`config.mk`:
```
export PLATFORM = sky130hd
export DESIGN_NAME = rlfs_top
export DESIGN_NICKNAME = d
export VERILOG_FILES = /design/src/rlfs_pkg.sv /design/src/rlfs_restart_det.sv /design/src/rlfs_top.sv
export SDC_FILE = /design/constraint.sdc
export NUM_CORES = 1
export LEC_CHECK = 0
export BUFFER_PORTS_ARGS = -buffer_cell sky130_fd_sc_hd__buf_2
export CORE_MARGIN = 1
export CORE_UTILIZATION = 40
export DETAILED_ROUTE_END_ITERATION = 12
export PLACE_DENSITY = 0.77
export SLEW_MARGIN = 20
export SYNTH_ARGS = -nofsm -noshare
export SYNTH_HDL_FRONTEND = slang
export SYNTH_SLANG_ARGS = --single-unit
```
`constraint.sdc`:
```
create_clock -name i_clk_sys -period 4.08 [get_ports i_clk_sys]
set_input_delay 0.816 -clock i_clk_sys [delete_from_list [all_inputs] [get_ports i_clk_sys]]
set_output_delay 0.816 -clock i_clk_sys [all_outputs]
set_load 0.05 [all_outputs]
```
`src/rlfs_pkg.sv`:
```
// Package for the remote I/O link fault supervisor: codes, bit positions, reset values.
// Assumes one system clock; all inputs are synchronous to it.
package rlfs_pkg;
   localparam logic [7:0] RLFS_POLICY_HALT  = 8'h55;
   localparam logic [7:0] RLFS_POLICY_RST   = 8'h00;
   localparam int         RLFS_UNIT1_BIT    = 0;
   localparam int         RLFS_UNIT0_BIT    = 1;
   localparam logic [1:0] RLFS_FLAGS_RST    = 2'h0;
   localparam logic       RLFS_LINK_BAD_RST = 1'h1;
   localparam int         RLFS_BYTE_W       = 8;
   localparam int         RLFS_IO_BYTES     = 2;

   typedef enum logic [2:0] {
      RLFS_R_IDLE = 3'b001,
      RLFS_R_HIGH = 3'b010,
      RLFS_R_DONE = 3'b100
   } rlfs_rst_seq_t;
endpackage

```
`src/rlfs_restart_det.sv`:
```
// Restart sequence detector for one master unit: high, then low on the restart flag.
// Assumes the flag is sampled once per scan via i_scan.
`timescale 1ns/1ns
module rlfs_restart_det
   import rlfs_pkg::*;
(
   input  wire logic i_clk_sys,
   input  wire logic i_rst_n,
   input  wire logic i_scan,
   input  wire logic i_flag,
   input  wire logic i_fault,
   output logic      o_restart
);
   typedef struct packed {
      rlfs_rst_seq_t st;
      logic          pulse;
   } rlfs_det_state_t;

   rlfs_det_state_t s_reg;
   rlfs_det_state_t s_next;

   always_comb begin
      s_next       = s_reg;
      s_next.pulse = 1'b0;
      if (i_scan) begin
         case (s_reg.st)
            RLFS_R_IDLE: begin
               // Rising edge only counts once the fault is gone
               if (i_flag && !i_fault) s_next.st = RLFS_R_HIGH;
            end
            RLFS_R_HIGH: begin
               if (!i_flag) begin
                  s_next.st    = RLFS_R_IDLE;
                  s_next.pulse = 1'b1;
               end
            end
            default: s_next.st = RLFS_R_IDLE;
         endcase
      end
   end

   always_ff @(posedge i_clk_sys or negedge i_rst_n) begin
      if (!i_rst_n) begin
         s_reg <= '{st: RLFS_R_IDLE, pulse: 1'b0};
      end else begin
         s_reg <= s_next;
      end
   end

   assign o_restart = s_reg.pulse;
endmodule // rlfs_restart_det

```
`src/rlfs_top.sv`:
```
// Remote I/O link fault supervisor of a slave controller.
// Assumes one clock, synchronous inputs, and a scan strobe from the controller.
`timescale 1ns/1ns
module rlfs_top
   import rlfs_pkg::*;
#(
   parameter int IO_BYTES = RLFS_IO_BYTES
)
(
   input  wire logic                          i_clk_sys,
   input  wire logic                          i_rst_n,
   input  wire logic                          i_scan,
   input  wire logic                          i_master_run,
   input  wire logic                          i_master_fatal,
   input  wire logic                          i_bus_ok,
   input  wire logic [1:0]                    i_unit_err,
   input  wire logic                          i_restart_we,
   input  wire logic [1:0]                    i_restart_wdata,
   input  wire logic                          i_policy_we,
   input  wire logic [7:0]                    i_policy_wdata,
   input  wire logic [IO_BYTES*RLFS_BYTE_W-1:0] i_rx_data,
   input  wire logic [IO_BYTES-1:0]           i_rx_byte_vld,
   output logic [1:0]                         o_unit_err_flags,
   output logic [1:0]                         o_restart_flags,
   output logic                               o_link_status,
   output logic [7:0]                         o_stop_policy,
   output logic                               o_halted,
   output logic [IO_BYTES*RLFS_BYTE_W-1:0]    o_io_image
);
   // Refused at elaboration: an image with no byte lanes cannot be refreshed
   generate
      if (IO_BYTES < 1) begin : g_bad_io_bytes
         $error("IO_BYTES must be at least 1");
      end
   endgenerate

   typedef struct packed {
      logic [1:0]                      err;
      logic [1:0]                      rst_flag;
      logic                            link_bad;
      logic [7:0]                      policy;
      logic                            halted;
      logic [IO_BYTES*RLFS_BYTE_W-1:0] image;
   } rlfs_state_t;

   rlfs_state_t s_reg;
   rlfs_state_t s_next;
   logic [1:0]  restart_pulse;
   logic        link_bad_now;

   assign link_bad_now = !i_master_run || i_master_fatal || !i_bus_ok;

   genvar g;
   generate
      for (g = 0; g < 2; g++) begin : g_unit
         rlfs_restart_det rlfs_restart_det_i (
            .i_clk_sys (i_clk_sys),
            .i_rst_n   (i_rst_n),
            .i_scan    (i_scan),
            .i_flag    (s_reg.rst_flag[g]),
            .i_fault   (i_unit_err[g] || link_bad_now),
            .o_restart (restart_pulse[g])
         );
      end
   endgenerate

   always_comb begin
      s_next          = s_reg;
      s_next.err      = i_unit_err;
      s_next.link_bad = link_bad_now;
      if (i_restart_we) s_next.rst_flag = i_restart_wdata;
      if (i_policy_we) s_next.policy = i_policy_wdata;
      // Halt is sticky; only the restart sequence or power cycle clears it
      if (|restart_pulse) begin
         s_next.halted = 1'b0;
      end
      if (s_reg.policy == RLFS_POLICY_HALT && link_bad_now) begin
         s_next.halted = 1'b1;
      end
      // Whole bytes only, and frozen while halted
      for (int b = 0; b < IO_BYTES; b++) begin
         if (i_rx_byte_vld[b] && !s_reg.halted) begin
            s_next.image[b*RLFS_BYTE_W +: RLFS_BYTE_W] =
               i_rx_data[b*RLFS_BYTE_W +: RLFS_BYTE_W];
         end
      end
   end

   always_ff @(posedge i_clk_sys or negedge i_rst_n) begin
      if (!i_rst_n) begin
         s_reg.err      <= RLFS_FLAGS_RST;
         s_reg.rst_flag <= RLFS_FLAGS_RST;
         s_reg.link_bad <= RLFS_LINK_BAD_RST;
         s_reg.policy   <= RLFS_POLICY_RST;
         s_reg.halted   <= 1'b0;
         s_reg.image    <= '0;
      end else begin
         s_reg <= s_next;
      end
   end

   assign o_unit_err_flags = s_reg.err;
   assign o_restart_flags  = s_reg.rst_flag;
   assign o_link_status    = s_reg.link_bad;
   assign o_stop_policy    = s_reg.policy;
   assign o_halted         = s_reg.halted;
   assign o_io_image       = s_reg.image;

   // One load and one hold check per byte lane, so a torn byte shows up
   generate
      for (g = 0; g < IO_BYTES; g++) begin : g_byte_chk

      end
   endgenerate
endmodule // rlfs_top

```
==> impl_summary.txt, run 1 <==
----------------------------------------------------
[Power and ir drop]
  Fraction of power consumed by sequential logic ... a little under two fifths
  Total power ... approximately 1.4 mW
  Switching share of total power ... between 40% and 50%
  Net switching component of the power ... approximately 0.65 mW
  Portion of total power attributed to the clock network ... 15.9%
  Power density over cell area ... between 700 and 800 nW/µm²
  Combinational group share of total power ... between 40% and 50%
  Leakage ... roughly 1 nW
  Power Internal ... 0.777 mW
  Worst IR drop on VDD ... about 0.00025 V

[Setup path]
  Crit path DAT ... 1050 ps
  CP Capture Type ... output pin
  Buf/Inv on CP ... 1
  Cell family contributing the most delay on the critical path ... flip-flops
  Cell type of the slowest stage on the worst timing path ... dfstp_2
  CP peak stage delay ... approximately 510 ps
  Cell-by-cell listing of the critical path ... buf_2
  Type of the worst setup path ... reg2out
  CP startpoint kind ... register
  Largest driver fanout on the critical path ... 1
  Required arrival time at the worst endpoint ... 3260 ps

[Floorplan]
  Die area ... between 4000 and 5000 µm²
  Core footprint ... 3690 µm²
  Die Wd ... around 64 µm
  Floorplan die height ... 64.0 µm
  Initial Util ... approximately two fifths
  Ports placed on the boundary ... 68
  Number of placement rows ... 22

[Synthesis]
  Area fraction of the dominant cell type after synthesis ... between 50% and 60%
  Area of the mapped netlist ... 1540 µm²
  Net count of the mapped netlist ... 156
  Count of state elements after synthesis ... 36
  Distinct cells, synth ... 21
  Main area contributors after synthesis ... dfrtp_1 54%, mux2_2 11%, mux2_1 6.6%, dfstp_2 5.1%, ha_1 4.9%
  Sequential element share of the synthesized area ... between 50% and 60%
  Top FF cell, synth ... dfrtp_1
  Average cell area after synthesis ... ~14 µm²
  Cell type with the largest total area after synthesis ... dfrtp_1
  Async set-reset flop share out of synthesis ... 100%
  Number of enable-type register cells in the synthesized netlist ... 0
  Synthesis warning total ... 0
  Number of cells produced by synthesis ... about 110

[Timing]
  Fraction of the cycle the final worst path needs ... 45.7%
  Number of hold violations in the final report ... 0
  Transition time at the pin with the least slew margin ... just under 800 ps
  Worst slew margin ... between 40% and 50%
  Worst clock skew on the final layout ... 2.43 ps
  Final number of setup-violating endpoints ... 0
  Unrepaired setup endpoints after global routing ... no
  Final worst-path setup slack ... roughly 2200 ps
  Worst slack on hold paths ... 481 ps
  FMAX ... between 0.5 and 0.6 GHz
  Max-slew violation count ... 0
  Clock period minus worst slack ... 1860 ps
  Summed negative setup slack over all endpoints ... 0 ps

[Placement]
  Placed instance count ... about 220
  Placement Setup Slack ... about 2100 ps
  RD Place Congestion ... between 0.7 and 0.8
  Port Buffer Count ... 67
  Instance area after placement ... 1900 µm²
  Detailed-placement wirelength estimate ... between 2 and 2.5 mm

[Detailed routing]
  Wire per inst ... between 10 and 15 µm
  Number of DRC markers after the initial detailed-route iteration ... 35
  Number of nets with antenna violations after routing ... 0
  Number of detailed-routing iterations run before antenna repair ... 4
  Via-to-Cell Ratio ... between 4 and 5
  Routed wire length ... ~2.6 mm
  Via count of the routed design ... about 1100
  Number of design rule violations left after detail routing ... 0

[Run status]
  Result of the run ... finished, final reports clean

[Global routing]
  Combined global-route utilization of all metal layers ... around 14%
  First-pass GRT wire length ... approximately 4.4 mm
  GR peak layer ... met2
  Pin count of the biggest net entering global routing ... 37
  Antenna violations before repair ... 0
  Grt met2 use ... a little under a quarter
  Met1 track demand over resource in global routing ... between 10% and 20%
  Fraction of met3 tracks used by global routing ... 5.00%
  Number of global-route vias before repair ... 1019
  GRT overflow ... 0

[Finish]
  Commonest non-fill, non-tap cells in the layout ... 67 x buf_2, 33 x dfrtp_1, 15 x mux2_2
  Antenna Cells ... 0
  Final core area utilization ... a little over half
  Signed area change from the synthesized netlist to the final layout ... 28.8%
  Ratio of cells with drive above 1 in the final layout ... a little over half
  Most common cell after layout, fill and taps aside ... buf_2
  Non-filler cells in the finished layout ... 229
  Total number of nets in the final design ... roughly 230
  Total non-filler cell area in the finished layout ... 1980 µm²
  Number of flip-flops under the largest register name ... 16
  Fillers ... about 320

[Min path]
  Hold/Removal Path Class ... reg2reg

[CTS]
  Number of setup buffers added after CTS ... 0
  Hold_buf cts ... 0
  Cell at the root of the clock tree ... clkbuf_8
  # clock sinks ... 36
  H-Tree Depth ... 2
  CTS tree ... yes
  Count of instances resized after the clock tree is built ... 0
  Clock-pin slew on the worst setup and hold paths ... approximately 60 ps
  TritonCTS Buffers ... 5
  Clock Latency Late Sink ... roughly 280 ps
  Maximum clock insertion buffer count ... 2

[Run]
  Maxcap violations ... 0

----------------------------------------------------
synth_stat cells, types with 2 or more instances:
master / count
dfrtp_1: 33
mux2_2: 15
mux2_1: 9
inv_1: 8
ha_1: 6
nand2_1: 6
a21oi_1: 4
buf_2: 3
dfstp_2: 3
nand3_1: 3
nor2_1: 3
o21ai_0: 3
a21boi_2: 2
and3_2: 2
buf_4: 2
mux2i_1: 2
nor2b_1: 2
nor4b_2: 2
nor4bb_1: 2
routing by layer:
layer	wire, µm	vias up
met5	0	-
met4	45	0
met3	213	5
met2	1200	48
met1	1180	505
li1	-	513
cells by family (layout without fill, tap and decap cells):
group,count (synthesis),in the layout,synth area share (%)
AO/OA/AOI/OAI,10,10,4.06
adder cells (fa/ha/maj),6,6,4.88
flip-flops,36,36,58.8
buffers and inverters,13,82,3.90
AND/OR/NAND/NOR,21,21,9.51
multiplexers,26,26,18.9
path summary, 6_finish.rpt:
path	start	slack (ps)	end	depth (start not counted)
worst max-delay path	o_link_status	2220	o_link_status	1
worst min-delay path	g_unit[0].rlfs_restart_det_i.o_restart	480	o_halted	3
worst max register to register	o_halted	2590	o_io_image[1]	2
worst min register to register	g_unit[0].rlfs_restart_det_i.o_restart	480	o_halted	3
max in group asynchronous	i_rst_n	2970	o_restart_flags[1]	1
min in group asynchronous	i_rst_n	610	o_io_image[9]	1
power by group through the flow:
stage                     Combinational (mW)  Clock, mW  Sequential [mW]
after floorplan                        0.184          0            0.876
after global placement                 0.665          0            0.539
after detailed placement               0.673          0            0.541
after CTS                              0.674      0.238            0.534
after global routing                   0.709      0.255            0.549
final                                  0.668      0.227            0.533
cell type report:
| cell class | instances | area [µm²] | area share (%) |
|---|---|---|---|
| inverter | 8 | 30.0 | 1.52 |
| clock buffer | 6 | 72.6 | 3.66 |
| timing repair buffer | 67 | 335 | 16.9 |
| multi-input combinational | 63 | 574 | 29.0 |
| clock inverter | 1 | 5.00 | 0.253 |
| sequential | 36 | 905 | 45.6 |
| tap | 48 | 60.1 | 3.03 |
(Power assumes the default switching activity.)
==> inputs of run 2 (changes only) <==
Clock period 4.08 ns to 1.81 ns, I/O delays scaled along.
==> run 2 against run 1 <==
Global-route usage rose by 0.31 points. Sequential power rose by 130%. Combinational power rose by 130%. Via count rose by 2.2%. Cell count rose by 1.7%. Largest power group unchanged.
==> impl_summary.txt, run 2 (synthesized netlist as in run 1, its figures left out) <==
----------------------------------------------------
[Finish]
  Ratio of cells with drive above 1 in the final layout ... 55.1% (was 54.1%)
  Final core area utilization ... 54.8% (was 53.7%)
  Antenna Cells ... 0 (unchanged)
  Number of flip-flops under the largest register name ... 16 (unchanged)
  Commonest non-fill, non-tap cells in the layout ... 67 x buf_2, 33 x dfrtp_1, 15 x mux2_2 (unchanged)
  Most common cell after layout, fill and taps aside ... buf_2 (unchanged)
  Total number of nets in the final design ... 228 (was 225)
  Signed area change from the synthesized netlist to the final layout ... 31.3% (was 28.8%)

[Timing]
  Transition time at the pin with the least slew margin ... 429 ps (was 776 ps)
  Summed negative setup slack over all endpoints ... 0 ps (unchanged)
  Worst clock skew on the final layout ... 5.15 ps (was 2.43 ps)
  Final number of setup-violating endpoints ... 0 (unchanged)
  Unrepaired setup endpoints after global routing ... no (unchanged)
  Worst slack on hold paths ... 101 ps (was 481 ps)
  Max-slew violation count ... 0 (unchanged)
  Worst slew margin ... 71.4% (was 48.2%)
  FMAX ... between 0.6 and 0.7 GHz
  Number of hold violations in the final report ... 0 (unchanged)
  Fraction of the cycle the final worst path needs ... around 80%
  Clock period minus worst slack ... about 1500 ps

[Setup path]
  Largest driver fanout on the critical path ... 3 (was 1)
  R2r endpoint ... g_unit[0].rlfs_restart_det_i.s_reg[2] (was o_io_image[1])
  CP Capture Type ... register (was output pin)
  Cell type of the slowest stage on the worst timing path ... dfstp_2 (unchanged)
  Reg-to-reg slack, setup ... 340 ps (was 2590 ps)
  Crit path DAT ... 1690 ps (was 1050 ps)
  Start of the worst register-to-register path ... g_unit[0].rlfs_restart_det_i.s_reg[1] (was o_halted)
  CP startpoint kind ... register (unchanged)
  Type of the worst setup path ... reg2reg (was reg2out)
  Required arrival time at the worst endpoint ... 2020 ps (was 3260 ps)
  CP peak stage delay ... 540 ps (was 510 ps)
  Buf/Inv on CP ... 1 (unchanged)
  Cell-by-cell listing of the critical path ... inv_1 > ha_1 > a21boi_2 > nor4b_2 > nor2_1 > a21oi_1 (was buf_2)
  Count of cells along the worst register-to-register path ... 6 (was 2)
  Cell family contributing the most delay on the critical path ... flip-flops (unchanged)

[Floorplan]
  Die area ... 4100 µm² (unchanged)
  Floorplan die height ... 64.0 µm (unchanged)
  Number of placement rows ... 22 (unchanged)
  Initial Util ... 41.7% (unchanged)
  Core footprint ... 3690 µm² (unchanged)
  Die Wd ... 64.0 µm (unchanged)
  Ports placed on the boundary ... 68 (unchanged)

[CTS]
  Clock-pin slew on the worst setup and hold paths ... 70 ps (was 60 ps)
  CTS tree ... yes (unchanged)
  Cell at the root of the clock tree ... clkbuf_8 (unchanged)
  # clock sinks ... 36 (unchanged)
  TritonCTS Buffers ... 5 (unchanged)
  Number of setup buffers added after CTS ... 0 (unchanged)
  Count of instances resized after the clock tree is built ... 0 (unchanged)
  H-Tree Depth ... 2 (unchanged)
  Hold_buf cts ... 0 (unchanged)
  Clock Latency Late Sink ... 280 ps (about the same)
  Maximum clock insertion buffer count ... 2 (unchanged)

[Global routing]
  Combined global-route utilization of all metal layers ... 14.8% (was 14.5%)
  Pin count of the biggest net entering global routing ... 37 (unchanged)
  Number of global-route vias before repair ... 1021 (was 1019)
  GRT overflow ... 0 (unchanged)
  Antenna violations before repair ... 0 (unchanged)
  First-pass GRT wire length ... 4.58 mm (was 4.43 mm)

[Detailed routing]
  Number of design rule violations left after detail routing ... 0 (unchanged)
  Wire per inst ... 11.6 µm (was 11.5 µm)
  Via count of the routed design ... 1095 (was 1071)
  Routed wire length ... 2.69 mm (was 2.64 mm)
  Number of DRC markers after the initial detailed-route iteration ... 29 (was 35)
  Number of nets with antenna violations after routing ... 0 (unchanged)
  Number of detailed-routing iterations run before antenna repair ... 4 (unchanged)
  Via-to-Cell Ratio ... 4.70 (was 4.68)

[Power and ir drop]
  Total power ... 3.32 mW (was 1.43 mW)
  Portion of total power attributed to the clock network ... 17.3% (was 15.9%)
  Power Internal ... 1.82 mW (was 0.777 mW)
  Net switching component of the power ... 1.50 mW (was 0.651 mW)
  Power density over cell area ... 1640 nW/µm² (was 721 nW/µm²)
  Worst IR drop on VDD ... 0.000545 V (was 0.000252 V)
  Combinational group share of total power ... 46.4% (was 46.8%)
  Leakage ... 1.03 nW (was 1.01 nW)
  Switching share of total power ... 45.2% (was 45.6%)
  Fraction of power consumed by sequential logic ... 36.3% (was 37.3%)

[Placement]
  Port Buffer Count ... 67 (unchanged)
  RD Place Congestion ... 0.762 (was 0.779)
  Detailed-placement wirelength estimate ... 2.13 mm (was 2.03 mm)

[Run status]
  Result of the run ... finished, final reports clean (unchanged)

[Run]
  Maxcap violations ... 0 (unchanged)

[Min path]
  Hold/Removal Path Class ... in2async (was reg2reg)

----------------------------------------------------
## run 2: power by group through the flow
stage          clock, mW  combinational [mW]  sequential, mW
2_1_floorplan          0               0.414            1.98
3_3_place_gp           0                1.54            1.20
3_5_place_dp           0                1.55            1.22
4_1_cts            0.594                1.56            1.21
5_1_grt            0.634                1.63            1.24
6_report           0.573                1.54            1.21
## run 2: area by class of cell
class | count | area [µm²]
well taps | 48 | 60.1
fillers | 330 | 1670
multi-input cells | 63 | 574
inverters | 8 | 30.0
clock inverters | 1 | 7.51
repair buffers | 70 | 358
clock buffers | 7 | 86.3
flip-flops and latches | 36 | 905
## run 2: per-stage QoR
stage / area (µm²) / cells / worst slack [ps]
CTS: 2020 / 233 / 346
global placement: 1930 / 225 / 410
global route: 2020 / 233 / 201
detailed placement: 1930 / 225 / 362
floorplan: 1540 / 112 / 439
finish: 2020 / 233 / 336
## run 2: worst max path at each step
stage | startpoint | end | slack [ps] | cells past startpoint
after floorplan | o_halted | o_io_image[10] | 440 | 3
after global placement | g_unit[0].rlfs_restart_det_i.s_reg[1] | g_unit[0].rlfs_restart_det_i.s_reg[2] | 410 | 6
after detailed placement | g_unit[0].rlfs_restart_det_i.s_reg[1] | g_unit[0].rlfs_restart_det_i.s_reg[2] | 360 | 6
after CTS | g_unit[0].rlfs_restart_det_i.s_reg[1] | g_unit[0].rlfs_restart_det_i.s_reg[2] | 350 | 6
after global routing | g_unit[0].rlfs_restart_det_i.s_reg[1] | g_unit[0].rlfs_restart_det_i.s_reg[2] | 200 | 6
final | g_unit[0].rlfs_restart_det_i.s_reg[1] | g_unit[0].rlfs_restart_det_i.s_reg[2] | 340 | 6
## run 2: metal layers
layer / vias to the layer above / part of all wire [%] / track usage (%) / routed length (µm)
met5: - / 0 / 0 / 0
met1: 517 / 44 / 18.5 / 1180
met4: 0 / 0.93 / 4.83 / 25
met2: 54 / 47 / 23.8 / 1260
met3: 3 / 8.6 / 5.18 / 231
li1: 521 / - / - / -
## run 2: worst reg2reg max path: stages (launching register included)
cell	delay (ps)
dfstp_2	540
inv_1	60
ha_1	230
a21boi_2	190
nor4b_2	210
nor2_1	60
a21oi_1	110
